`src/rtl/pms_regs.vh`:
```
`ifndef PMS_REGS_VH
`define PMS_REGS_VH
// How it works
// - output code is the upper 10 bits of the latest result
// - output full-scale select picks 3.0, 2.0, 1.5 or 1.0 V swing
// - control pin high keeps the block in Integrate
// - override set and enable written 1 enters Integrate, pin ignored
// - Read entered only after pin held low for the read entry time
// - override set and enable written 0 enters Read
// - Read stops integration, starts sleep timer, latches output, low power; the sleep timer here counts from effective control low, not from Read entry
// - output code held until the next result (period end or Read entry) or sleep expiry
// - effective control low beyond sleep entry time enters Sleep
// - sleep bit forces Sleep
// - Sleep clears measurement registers and drops bias enable
// - Sleep left on Integrate request, after wake delay integration restarts
// - one of power, sense or bus calculation, to output and result registers
// - power mode sums bus times sense products over the period
// - period end divides summed value by sample count into result
// - averaged power drives the output when power is selected
// - current and voltage digital gains scale power before the 10-bit output
// - sample period set by resolution, post filter and sample count
// - sense voltage selection uses free-running integration
// - sense mode averages sense sum, applies current gain, upper 10 bits out
// - select field: 00 power pin, 01 sense free, 10 bus free, 11 power free
// - in pin mode, at 2048 samples integration stops and results are updated
// - free-run restarts each period; a period cut by Read is discarded
`define PMS_A_CTRL     8'h00
`define PMS_A_GAIN     8'h04
`define PMS_A_SMPL     8'h08
`define PMS_A_STAT     8'h0C
`define PMS_A_PRES     8'h10
`define PMS_A_IRES     8'h14
`define PMS_A_VRES     8'h18
`define PMS_C_OVR      0
`define PMS_C_INTEN    1
`define PMS_C_SLEEP    2
`define PMS_C_OSEL     4
`define PMS_C_FSR      6
`define PMS_C_RES14    8
`define PMS_C_FILT     9
`define PMS_G_IGAIN    0
`define PMS_G_VGAIN    4
`define PMS_CTRL_RST   32'h0000_0000
`define PMS_GAIN_RST   32'h0000_0000
`define PMS_SMPL_RST   4'h0
`define PMS_MAX_SMPL   12'h800
`define PMS_CLK_MHZ    10
`define PMS_T_READ_US  10
`define PMS_T_SLEEP_US 1000
`define PMS_T_WAKE_US  100
`define PMS_READ_CYC   (`PMS_T_READ_US * `PMS_CLK_MHZ)
`define PMS_SLEEP_CYC  (`PMS_T_SLEEP_US * `PMS_CLK_MHZ)
`define PMS_WAKE_CYC   (`PMS_T_WAKE_US * `PMS_CLK_MHZ)
`define PMS_CONV11_CYC 8'h20
`define PMS_CONV14_CYC 8'h80
`endif

```
`src/rtl/pms_core.v`:
```
// The register offsets and the strobed register port were left to the implementer.
`timescale 1ns/10ps
`include "pms_regs.vh"
module pms_core #(
  parameter SLEEP_CYC = `PMS_SLEEP_CYC
) (
  // clock and reset
  input  wire        clk_in,
  input  wire        rstn_in,
  // register port
  input  wire [7:0]  addr_in,
  input  wire [31:0] wdata_in,
  input  wire        wr_in,
  input  wire        rd_in,
  output reg  [31:0] rdata_out,
  // control pin and samples
  input  wire        int_pin_in,
  input  wire [13:0] vbus_smp_in,
  input  wire [13:0] vsense_smp_in,
  // analog side
  output wire [9:0]  dac_code_out,
  output wire [1:0]  dac_fsr_out,
  output wire [1:0]  state_out,
  output wire        bias_en_out
);

localparam ST_SLEEP = 2'b00;
localparam ST_WAKE  = 2'b01;
localparam ST_INT   = 2'b10;
localparam ST_READ  = 2'b11;
localparam integer READ_I   = `PMS_READ_CYC;
localparam integer WAKE_I   = `PMS_WAKE_CYC;
localparam integer SLP_I    = SLEEP_CYC;
localparam [15:0]  READ_CYC = READ_I[15:0];
localparam [15:0]  WAKE_CYC = WAKE_I[15:0];
localparam [15:0]  SLP_CYC  = SLP_I[15:0];

////////////////////////////////////////////////////////////
// configuration registers

reg        ovr_r;
reg        inten_r;
reg        sleep_r;
reg  [1:0] osel_r;
reg  [1:0] fsr_r;
reg        res_r;
reg        filt_r;
reg  [2:0] igain_r;
reg  [2:0] vgain_r;
reg  [3:0] smpl_r;

always @(posedge clk_in or negedge rstn_in) begin
  if (!rstn_in) begin
    ovr_r   <= 1'b0;
    inten_r <= 1'b0;
    sleep_r <= 1'b0;
    osel_r  <= 2'b00;
    fsr_r   <= 2'b00;
    res_r   <= 1'b0;
    filt_r  <= 1'b0;
    igain_r <= 3'h0;
    vgain_r <= 3'h0;
    smpl_r  <= `PMS_SMPL_RST;
  end else if (wr_in) begin
    if (addr_in == `PMS_A_CTRL) begin
      ovr_r   <= wdata_in[`PMS_C_OVR];
      inten_r <= wdata_in[`PMS_C_INTEN];
      sleep_r <= wdata_in[`PMS_C_SLEEP];
      osel_r  <= wdata_in[`PMS_C_OSEL+1:`PMS_C_OSEL];
      fsr_r   <= wdata_in[`PMS_C_FSR+1:`PMS_C_FSR];
      res_r   <= wdata_in[`PMS_C_RES14];
      filt_r  <= wdata_in[`PMS_C_FILT];
    end else if (addr_in == `PMS_A_GAIN) begin
      igain_r <= wdata_in[`PMS_G_IGAIN+2:`PMS_G_IGAIN];
      vgain_r <= wdata_in[`PMS_G_VGAIN+2:`PMS_G_VGAIN];
    end else if (addr_in == `PMS_A_SMPL) begin
      smpl_r  <= wdata_in[3:0];
    end
  end
end

////////////////////////////////////////////////////////////
// power state sequencer

reg  [1:0]  state_r;
reg  [15:0] low_cnt_r;
reg  [15:0] wake_cnt_r;
reg         hold_r;

// override clear: pin alone
wire ctl = ovr_r ? inten_r : int_pin_in;
wire free_run = (osel_r != 2'b00);

// override goes at once, pin must stay low the read time
wire read_go = (state_r == ST_INT) && !ctl &&
               (ovr_r || low_cnt_r >= READ_CYC - 16'h0001);
wire slp_tmo = !ctl && (low_cnt_r >= SLP_CYC - 16'h0001);
wire sleep_go = sleep_r ||
                ((state_r == ST_READ) && slp_tmo);

always @(posedge clk_in or negedge rstn_in) begin
  if (!rstn_in) begin
    low_cnt_r <= 16'h0000;
  end else if (ctl) begin
    low_cnt_r <= 16'h0000;
  end else if (low_cnt_r != 16'hFFFF) begin
    low_cnt_r <= low_cnt_r + 16'h0001;
  end
end

always @(posedge clk_in or negedge rstn_in) begin
  if (!rstn_in) begin
    state_r    <= ST_SLEEP;
    wake_cnt_r <= 16'h0000;
  end else if (sleep_go) begin
    state_r    <= ST_SLEEP;
    wake_cnt_r <= 16'h0000;
  end else begin
    case (state_r)
      ST_SLEEP: begin
        wake_cnt_r <= 16'h0000;
        if (ctl)
          state_r <= ST_WAKE;
      end
      ST_WAKE: begin
        if (!ctl) begin
          state_r <= ST_SLEEP;
        end else if (wake_cnt_r >= WAKE_CYC - 16'h0001) begin
          state_r <= ST_INT;
        end else begin
          wake_cnt_r <= wake_cnt_r + 16'h0001;
        end
      end
      ST_INT: begin
        if (read_go)
          state_r <= ST_READ;
      end
      default: begin
        if (ctl)
          state_r <= ST_INT;
      end
    endcase
  end
end

////////////////////////////////////////////////////////////
// sampling and accumulation

reg  [7:0]  conv_cnt_r;
reg  [11:0] cnt_r;
reg  [38:0] psum_r;
reg  [24:0] isum_r;
reg  [24:0] vsum_r;

wire [7:0]  conv_base = res_r ? `PMS_CONV14_CYC : `PMS_CONV11_CYC;
// post filter stretches each conversion by half
wire [7:0]  conv_per = conv_base + (filt_r ? {1'b0, conv_base[7:1]} : 8'h00);
wire [11:0] n_tgt = (smpl_r > 4'hB) ? `PMS_MAX_SMPL : (12'h001 << smpl_r);
wire [11:0] end_cnt = free_run ? n_tgt : `PMS_MAX_SMPL;
wire        integ = (state_r == ST_INT) && !hold_r;
wire        tick = integ && (conv_cnt_r == conv_per - 8'h01);
wire [11:0] cnt_add = cnt_r + 12'h001;
wire        period_end = tick && (cnt_add == end_cnt);
wire [27:0] prod = vbus_smp_in * vsense_smp_in;
wire [38:0] p_add = psum_r + {11'h000, prod};
wire [24:0] i_add = isum_r + {11'h000, vsense_smp_in};
wire [24:0] v_add = vsum_r + {11'h000, vbus_smp_in};

always @(posedge clk_in or negedge rstn_in) begin
  if (!rstn_in) begin
    conv_cnt_r <= 8'h00;
    cnt_r      <= 12'h000;
    psum_r     <= 39'h0;
    isum_r     <= 25'h0;
    vsum_r     <= 25'h0;
    hold_r     <= 1'b0;
  end else if (state_r != ST_INT || read_go) begin
    // leaving or outside Integrate: partial period dropped
    conv_cnt_r <= 8'h00;
    cnt_r      <= 12'h000;
    psum_r     <= 39'h0;
    isum_r     <= 25'h0;
    vsum_r     <= 25'h0;
    hold_r     <= 1'b0;
  end else if (period_end) begin
    conv_cnt_r <= 8'h00;
    cnt_r      <= 12'h000;
    psum_r     <= 39'h0;
    isum_r     <= 25'h0;
    vsum_r     <= 25'h0;
    hold_r     <= !free_run;
  end else if (tick) begin
    conv_cnt_r <= 8'h00;
    cnt_r      <= cnt_add;
    psum_r     <= p_add;
    isum_r     <= i_add;
    vsum_r     <= v_add;
  end else if (integ) begin
    conv_cnt_r <= conv_cnt_r + 8'h01;
  end
end

////////////////////////////////////////////////////////////
// averaging divider

reg         div_busy_r;
reg  [5:0]  div_step_r;
reg  [39:0] div_dvd_r;
reg  [12:0] div_rem_r;
reg  [38:0] div_q_r;
reg  [11:0] div_den_r;
reg  [1:0]  div_sel_r;

// pin mode Read with samples, or any completed period
wire snap_rd = read_go && !free_run && !hold_r && (cnt_r != 12'h000);
wire snap = period_end || snap_rd;
wire [11:0] snap_den = period_end ? cnt_add : cnt_r;
wire is_pwr = (osel_r == 2'b00) || (osel_r == 2'b11);
reg  [38:0] snap_dvd;

always @* begin
  if (is_pwr)
    snap_dvd = period_end ? p_add : psum_r;
  else if (osel_r == 2'b01)
    snap_dvd = {14'h0000, (period_end ? i_add : isum_r)};
  else
    snap_dvd = {14'h0000, (period_end ? v_add : vsum_r)};
end

// two restoring steps a clock: a one-sample free-run period
// must not restart the divider before its result lands
localparam DIV_ST = 2;
wire [12:0]       stg_rem [0:DIV_ST];
wire [DIV_ST-1:0] stg_q;
genvar            g;

assign stg_rem[0] = div_rem_r;

generate
  for (g = 0; g < DIV_ST; g = g + 1) begin : g_div
    wire [12:0] try_w = {stg_rem[g][11:0], div_dvd_r[39-g]};
    wire        ge_w  = (try_w >= {1'b0, div_den_r});
    assign stg_q[DIV_ST-1-g] = ge_w;
    assign stg_rem[g+1]      = ge_w ? (try_w - {1'b0, div_den_r}) : try_w;
  end
endgenerate

wire        div_done = div_busy_r && (div_step_r == 6'd19);
wire [38:0] q_fin    = {div_q_r[36:0], stg_q};

always @(posedge clk_in or negedge rstn_in) begin
  if (!rstn_in) begin
    div_busy_r <= 1'b0;
    div_step_r <= 6'd0;
    div_dvd_r  <= 40'h0;
    div_rem_r  <= 13'h0000;
    div_q_r    <= 39'h0;
    div_den_r  <= 12'h000;
    div_sel_r  <= 2'b00;
  end else if (state_r == ST_SLEEP) begin
    div_busy_r <= 1'b0;
    div_step_r <= 6'd0;
  end else if (snap) begin
    div_busy_r <= 1'b1;
    div_step_r <= 6'd0;
    div_dvd_r  <= {1'b0, snap_dvd};
    div_rem_r  <= 13'h0000;
    div_q_r    <= 39'h0;
    div_den_r  <= snap_den;
    div_sel_r  <= is_pwr ? 2'b00 : osel_r;
  end else if (div_busy_r) begin
    div_rem_r  <= stg_rem[DIV_ST];
    div_dvd_r  <= {div_dvd_r[37:0], 2'b00};
    div_q_r    <= q_fin;
    div_step_r <= div_step_r + 6'd1;
    if (div_done)
      div_busy_r <= 1'b0;
  end
end

////////////////////////////////////////////////////////////
// gain and output code

reg  [3:0]  gsh;
reg  [9:0]  code;
wire [47:0] q_sh = {9'h000, q_fin} << gsh;

always @* begin
  if (div_sel_r == 2'b00)
    gsh = {1'b0, igain_r} + {1'b0, vgain_r};
  else if (div_sel_r == 2'b01)
    gsh = {1'b0, igain_r};
  else
    gsh = {1'b0, vgain_r};
  if (div_sel_r == 2'b00)
    code = (|q_sh[47:28]) ? 10'h3FF : q_sh[27:18];
  else
    code = (|q_sh[47:14]) ? 10'h3FF : q_sh[13:4];
end

reg  [15:0] pres_r;
reg  [15:0] ires_r;
reg  [15:0] vres_r;
reg  [9:0]  dac_r;

always @(posedge clk_in or negedge rstn_in) begin
  if (!rstn_in) begin
    pres_r <= 16'h0000;
    ires_r <= 16'h0000;
    vres_r <= 16'h0000;
    dac_r  <= 10'h000;
  end else if (state_r == ST_SLEEP) begin
    pres_r <= 16'h0000;
    ires_r <= 16'h0000;
    vres_r <= 16'h0000;
    dac_r  <= 10'h000;
  end else if (div_done) begin
    // output holds until the next result lands
    dac_r <= code;
    if (div_sel_r == 2'b00)
      pres_r <= {code, 6'h00};
    else if (div_sel_r == 2'b01)
      ires_r <= {code, 6'h00};
    else
      vres_r <= {code, 6'h00};
  end
end

assign dac_code_out = dac_r;
assign dac_fsr_out  = fsr_r;
assign state_out    = state_r;
assign bias_en_out  = (state_r != ST_SLEEP);

////////////////////////////////////////////////////////////
// register read port

always @(posedge clk_in or negedge rstn_in) begin
  if (!rstn_in) begin
    rdata_out <= 32'h0000_0000;
  end else if (!rd_in) begin
    rdata_out <= 32'h0000_0000;
  end else if (addr_in == `PMS_A_CTRL) begin
    rdata_out <= {22'h000000, filt_r, res_r, fsr_r, osel_r,
                  1'b0, sleep_r, inten_r, ovr_r};
  end else if (addr_in == `PMS_A_GAIN) begin
    rdata_out <= {25'h0000000, vgain_r, 1'b0, igain_r};
  end else if (addr_in == `PMS_A_SMPL) begin
    rdata_out <= {28'h0000000, smpl_r};
  end else if (addr_in == `PMS_A_STAT) begin
    rdata_out <= {12'h000, state_r, hold_r, div_busy_r, 4'h0, cnt_r};
  end else if (addr_in == `PMS_A_PRES) begin
    rdata_out <= {16'h0000, pres_r};
  end else if (addr_in == `PMS_A_IRES) begin
    rdata_out <= {16'h0000, ires_r};
  end else if (addr_in == `PMS_A_VRES) begin
    rdata_out <= {16'h0000, vres_r};
  end else begin
    rdata_out <= 32'h0000_0000;
  end
end

endmodule

```
`config.mk`:
```
export PLATFORM = sky130hd
export DESIGN_NAME = pms_core
export DESIGN_NICKNAME = d
export VERILOG_FILES = /design/src/rtl/pms_core.v
export VERILOG_INCLUDE_DIRS = /design/src /design/src/rtl
export SDC_FILE = /design/constraint.sdc
export NUM_CORES = 1
export LEC_CHECK = 0
export BUFFER_PORTS_ARGS = -buffer_cell sky130_fd_sc_hd__buf_2
export CORE_MARGIN = 2
export CORE_UTILIZATION = 50
export DETAILED_ROUTE_END_ITERATION = 16
export GPL_TIMING_DRIVEN = 0
export PLACE_DENSITY = 0.67
export SLEW_MARGIN = 30
export SYNTH_ARGS = -nofsm -noshare
export SYNTH_HDL_FRONTEND = slang
export SYNTH_SLANG_ARGS = --single-unit
```
`constraint.sdc`:
```
create_clock -name clk_in -period 17.5 [get_ports clk_in]
set_input_delay 3.5 -clock clk_in [delete_from_list [all_inputs] [get_ports clk_in]]
set_output_delay 3.5 -clock clk_in [all_outputs]
set_load 0.02 [all_outputs]
```
==> results.yml, run 1 <==
run_status:
  status: "complete, no violations"
critical_path:
  r2r-end: "psum_r[33]$_DFFE_PN0P_"
  cp.arrival_ns: 11.11
  critPathMostFrequentCell: "fa_1"
  critical_path_class: "input pin to flop"
  cp-start-kind: "input pin"
  crit_fanout: 10
  slowest_stage: "a41oi_1"
  r2r-start: "psum_r[10]$_DFFE_PN0P_"
  path_cells: "buf_2 > clkbuf_1 > nand2_1 > fa_1 > fa_1 > fa_1 > inv_1 > fa_1 > fa_1 > inv_1 > fa_1 > inv_1 > ha_1 > a21o_1 > a31oi_1 > a2bb2oi_1 > o21ai_0 > a22oi_1 > o211ai_1 > a41oi_1 > clkbuf_1 > nor2_1 > a22o_1"
  critPathTopFamily: "adder cells"
  required_ns: 17.97
  cp-end-kind: "flop"
  rr_worst_depth: 21
  rrSetupSlack_ns: 10.26
  cpPeakStageDelay_ns: 0.62
  path_buf_inv: 6
synthesis:
  synth_area_sq_um: 29600
  synth_top_area_cell: "dfrtp_1"
  ys_top_cells_by_area: "dfrtp_1 28%, fa_1 12%, ha_1 6.9%"
  synth_edf_count: 0
  syn_area_per_cell_sq_um: 8.75
  ys_types: 108
  ys_seq_area_share_pct: 28.1
  syn_inst: 3384
  yosysWarnings: 0
  async_reset_ff_share_pct: 100
  yosysTopAreaCellShare_pct: 28.1
  ys_seq_elements: 333
  synth_ff_type: "dfrtp_1"
cells_and_area:
  diodes: 0
  drive_above_1_share_pct: 8.42
  fin_area_sq_um: 32500
  area_delta_synth_final_pct: 9.78
  nets: 3935
global_route:
  grt_overflow: 0
  antenna_found_initial: 0
  grt_pass1_wl_microns: 154000
  grt_pass1_vias: 25800
  grt_max_degree: 78
  grt_usage_pct: 32.6
pwr:
  p_total_mw: 3.47
  power_leakage_nw: 14.9
  irDropWorstVdd_v: 0.000136
  p_per_area_nw_per_um2: 107
routing:
  routed_via_density: 6.16
  drtPass1Iterations: 6
  wl_microns: 98400
  drtIter0Drc: 2485
  drtAntennaViolNets: 0
  drcViolationCount: 0
  vias: 26600
  wl_per_cell_microns: 22.8
worst_hold_path:
  worstHoldStart: "div_dvd_r[23]$_DFFE_PN0P_"
  hold_end: "div_dvd_r[25]$_DFFE_PN0P_"
  hold_class: "flop to flop"
  min_path_cells: 1
timing:
  setup_tns_ns: 0
  worst_pin_slew_ns: 1.01
  finalSetupViolations: 0
  drv_slew: 0
  rsz0062_at_grt: "false"
  timing.final.crit_share_pct: 60.8
  holdWs_ns: 0.503
  fmax_mhz: 94.0
  slew_headroom_pct: 32.9
  min_period_ns: 10.64
  hold_viol: 0
  skew_ns: 0.0210
clock_tree:
  numCtsBuffers: 39
  cts_num_sinks: 333
  clk_path_buf_depth: 3
  cts-root-buf: "clkbuf_16"
  cts_setup_buffers: 0
  cts_resized: 0
  clk-insertion-delay-late_ns: 0.57
  cts_tree: "done"
  cts_max_level: 2
  path_clk_slew_ns: 0.06
  hold_buffers: 0
placed_design:
  numPortBuffers: 83
  post-dp-hpwl_microns: 75500
  gp_routability_congestion: 0.996
  place_area_sq_um: 31200
floorplan:
  rows: 89
  fp.coreArea_sq_um: 58800
  pin_count: 120
  initial_core_util_pct: 50.4
  fp.dieH_microns: 247
  die_w_microns: 247
  die_area_sq_um: 61200
run:
  cap_violations: 0
placed cells by master, fill, tap and decap left out, drive strengths merged, types with 57 or more instances in the layout:
cell type,n
mux2i,64
xnor2,81
ha,164
fa,174
nand3,84
inv,264
nor3,59
xor2,57
nor2,213
dfrtp,333
clkbuf,198
buf,154
o21ai,243
nand2,400
a21oi,158
and2,144
Yosys cell counts (9+ instances only):
master and n:
and3_1 46, ha_1 164, xor2_1 57, a2111oi_0 12, a221o_1 13, nand2_1 399
nor2_1 212, a31oi_1 35, o211a_1 9, a21oi_1 156, xnor2_1 81, buf_4 18
a21o_1 42, nor3b_1 9, or3_1 19, nor3_1 56, o31ai_1 20, a22o_1 54
inv_1 261, nand3_1 83, buf_2 28, a22oi_1 30, fa_1 174, o21ai_1 12
o211ai_1 50, nor4_1 18, o21a_1 21, dfrtp_1 333, a21boi_0 16, nand4_1 27
mux2_2 40, o22ai_1 18, buf_1 16, clkbuf_1 142, nand2b_1 20, o21ai_0 230
a211o_1 9, and2_1 143, mux2i_1 62, nor2b_1 26, a211oi_1 50, a221oi_1 9
worst max-delay path by stage:
stage	slack, ns	end	cells after the start	from
2_1_floorplan	7.97	div_dvd_r[33]$_DFFE_PN0P_	24	vbus_smp_in[6]
3_3_place_gp	6.14	low_cnt_r[3]$_DFFE_PN0P_	1	rstn_in
3_5_place_dp	6.40	div_dvd_r[33]$_DFFE_PN0P_	24	vbus_smp_in[1]
4_1_cts	7.00	div_dvd_r[33]$_DFFE_PN0P_	24	vbus_smp_in[1]
5_1_grt	6.57	psum_r[35]$_DFFE_PN0P_	26	vbus_smp_in[6]
6_report	6.86	psum_r[33]$_DFFE_PN0P_	23	vbus_smp_in[1]
per-stage QoR:
step / setup slack, ns / util (%) / cells
global placement: 6.14 / 52.8 / 4251
CTS: 7.00 / 55.3 / 4325
finish: 6.86 / 55.3 / 4325
detailed placement: 6.40 / 53.0 / 4256
global route: 6.57 / 55.3 / 4325
floorplan: 7.97 / - / 3395
flip-flops by register name, indices dropped and copies added (netlist names), 4 cells and up:
register	count
cnt_r	12
wake_cnt_r	16
div_dvd_r	40
ires_r	10
vsum_r	25
div_den_r	12
low_cnt_r	16
pres_r	10
vres_r	10
dac_code_out	10
smpl_r	4
div_q_r	37
div_step_r	6
div_rem_r	12
isum_r	25
rdata_out	20
psum_r	39
conv_cnt_r	8
routing by layer:
| metal | up-vias | GRT usage (%) | share of wire, % |
|---|---|---|---|
| li1 | 12100 | - | - |
| met1 | 13100 | 44.0 | 42 |
| met2 | 1104 | 51.9 | 46 |
| met3 | 257 | 5.07 | 7.3 |
| met4 | 0 | 14.6 | 4.9 |
| met5 | - | 0 | 0 |
where the power goes:
group	switching, mW	total (mW)	internal [mW]
Clock	0.347	0.853	0.507
Combinational	1.16	1.83	0.667
Sequential	0.0107	0.790	0.779
Total	1.52	3.47	1.95
kinds of logic after synthesis:
group / after synthesis / synth area share [%]
AOI/OAI and AO/OA: 880 / 19.9
xor gates and xnor gates: 138 / 4.08
adders and majority gates: 338 / 18.7
buffers and inverters: 472 / 6.44
DFF: 333 / 28.1
muxes: 113 / 4.44
other: 1 / 0.0127
and+or+nand+nor: 1109 / 18.3
final cells by class:
class	instances	area, sq um
Fill cell	5434	26300
Multi-Input combinational cell	2590	19400
Sequential cell	333	8330
Clock buffer	55	1160
Inverter	263	990
Tap cell	773	967
Buffer	209	918
Timing Repair Buffer	88	543
Clock inverter	14	161
Power figures use the tool's default switching activity.
==> run 2: changes to the inputs <==
- ABC_AREA: not set -> 1
- PLACE_DENSITY: 0.67 -> 0.69
- clock period: 17.5 -> 9.43 ns (I/O delays scaled with it)
==> run 2 against run 1 <==
Die area increased by 0.47%. Largest power group unchanged. Power rose to 2.5 times the previous value. First-iteration DRC count down 5.3%. Synthesized cell count grew 22%. Cell count rose by 17%. Cell area increased by 0.36%.
==> results.yml, run 2 <==
run_status:
  status: "complete, no violations"
placed_design:
  gp_routability_congestion: 0.964
  place_area_sq_um: 31300
  numPlacedInstances: 5005
  numPortBuffers: 84
  post-dp-hpwl_microns: 72800
cells_and_area:
  regArea_sq_um: 8330
  layout_common_cells: "1230 x nand2_1, 655 x inv_1, 333 x dfrtp_1, 258 x nand3_1, 227 x o21ai_0"
  multi_input_area_sq_um: 18100
  reg_top3: "div_dvd_r x40, psum_r x39, div_q_r x37"
  nets: 4684
  largest_reg_flops: 40
  regMostFlops: "div_dvd_r"
  diodes: 0
  layout_commonest_cell: "nand2_1"
  drive_above_1_share_pct: 6.67
  fillers: 5777
  area_delta_synth_final_pct: 9.64
  stdcell_count: 5076
  fin_area_sq_um: 32600
routing:
  wl_microns: 93100
  drtIter0Drc: 2353
  vias: 28000
  drcViolationCount: 0
  routed_via_density: 5.52
  drtPass1Iterations: 6
  wl_per_cell_microns: 18.3
  drtAntennaViolNets: 0
clock_tree:
  clk_path_buf_depth: 3
  cts_resized: 0
  cts_num_sinks: 333
  cts_setup_buffers: 0
  numCtsBuffers: 39
  path_clk_slew_ns: 0.06
  hold_buffers: 0
  cts_max_level: 2
  cts-root-buf: "clkbuf_16"
  clk-insertion-delay-late_ns: 0.59
  cts_tree: "done"
timing:
  finalSetupViolations: 0
  slew_headroom_pct: 35.4
  rsz0062_at_grt: "false"
  worst_pin_slew_ns: 0.970
  skew_ns: 0.0298
  min_period_ns: 8.30
  fmax_mhz: 121
  drv_slew: 0
  timing.final.crit_share_pct: 88.0
  hold_viol: 0
floorplan:
  rows: 89
  fp.dieH_microns: 248
  die_w_microns: 248
  die_area_sq_um: 61500
  pin_count: 120
  fp.coreArea_sq_um: 58900
  initial_core_util_pct: 50.5
pwr:
  irDropWorstVdd_v: 0.000350
  p_per_area_nw_per_um2: 266
  p_total_mw: 8.69
  power_leakage_nw: 17.5
critical_path:
  cp.arrival_ns: 8.76
  rrSetupSlack_ns: 2.99
  critical_path_class: "input pin to flop"
  r2r-end: "div_dvd_r[38]$_DFFE_PN0P_"
  slowest_stage: "fa_1"
  crit_fanout: 10
  cp-start-kind: "input pin"
  critPathMostFrequentCell: "fa_1"
  required_ns: 9.89
  cpPeakStageDelay_ns: 0.57
  rr_worst_depth: 24
  cp-end-kind: "flop"
  cp.depth: 26
  critPathTopFamily: "adder cells"
  path_buf_inv: 6
  r2r-start: "psum_r[9]$_DFFE_PN0P_"
global_route:
  grt_overflow: 0
  grt_pass1_wl_microns: 147000
  grt_max_degree: 84
  grt_usage_pct: 30.7
  antenna_found_initial: 1
  grt_pass1_vias: 27500
synthesis:
  ys_types: 63
  ys_seq_elements: 333
  yosysTopAreaCellShare_pct: 28.0
  ys_top_cells_by_area: "dfrtp_1 28%, nand2_1 16%, fa_1 12%"
  synth_ff_type: "dfrtp_1"
  ys_seq_area_share_pct: 28.0
  syn_inst: 4133
  syn_area_per_cell_sq_um: 7.20
  yosysMostFrequentCell: "nand2_1"
  synth_top_area_cell: "dfrtp_1"
  synth_common_cells: "1230 x nand2_1, 655 x inv_1, 333 x dfrtp_1"
  async_reset_ff_share_pct: 100
  yosysWarnings: 0
  synth_area_sq_um: 29800
  synth_edf_count: 0
run:
  cap_violations: 0
worst_hold_path:
  hold_end: "dac_code_out[2]$_DFFE_PN0P_"
  min_path_cells: 2
  hold_class: "flop to flop"
  worstHoldStart: "dac_code_out[2]$_DFFE_PN0P_"
## run 2: changes by cell type in the layout (fill, tap and decap cells not counted), moves of 49 or more
cell      previous run  this run
nand4_1             27        90
mux2i_1             62         6
nand3_1             83       258
inv_1              261       655
and2_1             143         4
nand2_1            399      1230
xnor2_1             81        32
clkbuf_1           148        98
o22ai_1             18        69
## run 2: layer usage
metal	GRT usage (%)	up-vias	part of all wire, %
met4	13.8	0	4.7
met5	0	-	0
met3	5.10	231	7.8
met2	51.2	1050	47
met1	39.0	13200	41
li1	-	13500	-
## run 2: worst register-to-register path, stage by stage, from the launching register on
cell       delay, ns
dfrtp_1         0.43
fa_1            0.54
inv_1           0.05
fa_1            0.48
inv_1           0.05
fa_1            0.49
inv_1           0.05
fa_1            0.47
inv_1           0.06
fa_1            0.53
inv_1           0.06
fa_1            0.55
inv_1           0.05
ha_1            0.35
nand2_1         0.12
nor3_1          0.23
nand4_1         0.18
o2111ai_1       0.32
a21oi_1         0.24
o21ai_0         0.39
nand3_1         0.25
xor2_1          0.22
nand2_1         0.07
nand3_1         0.11
nand2_1         0.06
## run 2: cell families (layout without fill, tap and decap cells)
logic type | Yosys count | count (layout) | synth area share, %
multiplexers | 8 | 8 | 0.277
XOR/XNOR | 112 | 112 | 3.32
buffers and inverters | 853 | 1012 | 11.4
adder cells (fa/ha/maj) | 338 | 338 | 18.6
other | 1 | 12 | 0.0126
AND/OR/NAND/NOR | 1867 | 1867 | 26.4
AO/OA/AOI/OAI | 621 | 621 | 12.0
flip-flops | 333 | 333 | 28.0
## run 2: stage by stage
| stage | util (%) | hold WS, ns | setup slack, ns | setup TNS (ns) |
|---|---|---|---|---|
| global placement | 52.9 | 0.461 | -0.145 | -34.53 |
| floorplan | - | 0.448 | 1.99 | 0 |
| finish | 55.4 | 0.471 | 1.13 | 0 |
| global route | 55.4 | 0.489 | 0.835 | 0 |
| detailed placement | 53.1 | 0.461 | 0.629 | 0 |
| CTS | 55.4 | 0.470 | 1.22 | 0 |
## run 2: final cells by class
| cell class | instances | area share [%] |
|---|---|---|
| Buffer | 175 | 2.58 |
| Clock buffer | 57 | 3.50 |
| Clock inverter | 14 | 0.544 |
| Inverter | 678 | 7.80 |
| Multi-Input combinational cell | 2958 | 55.4 |
| Sequential cell | 333 | 25.5 |
| Tap cell | 773 | 2.96 |
| Timing Repair Buffer | 88 | 1.66 |
## run 2: how the worst max path moves through the flow
stage | from | endpoint
after floorplan | vbus_smp_in[0] | div_dvd_r[37]$_DFFE_PN0P_
after global placement | rstn_in | wake_cnt_r[0]$_DFFE_PN0P_
after detailed placement | vbus_smp_in[4] | div_dvd_r[38]$_DFFE_PN0P_
after CTS | vbus_smp_in[4] | div_dvd_r[38]$_DFFE_PN0P_
after global routing | vbus_smp_in[1] | div_dvd_r[38]$_DFFE_PN0P_
final | vsense_smp_in[10] | div_dvd_r[38]$_DFFE_PN0P_
## run 2: report_power, final
| group | leakage, nW | switching (mW) | internal, mW | total [mW] |
|---|---|---|---|---|
| Clock | 0.645 | 0.668 | 0.907 | 1.58 |
| Combinational | 12.6 | 3.55 | 1.82 | 5.37 |
| Sequential | 4.25 | 0.135 | 1.61 | 1.74 |
| Total | 17.5 | 4.35 | 4.34 | 8.69 |
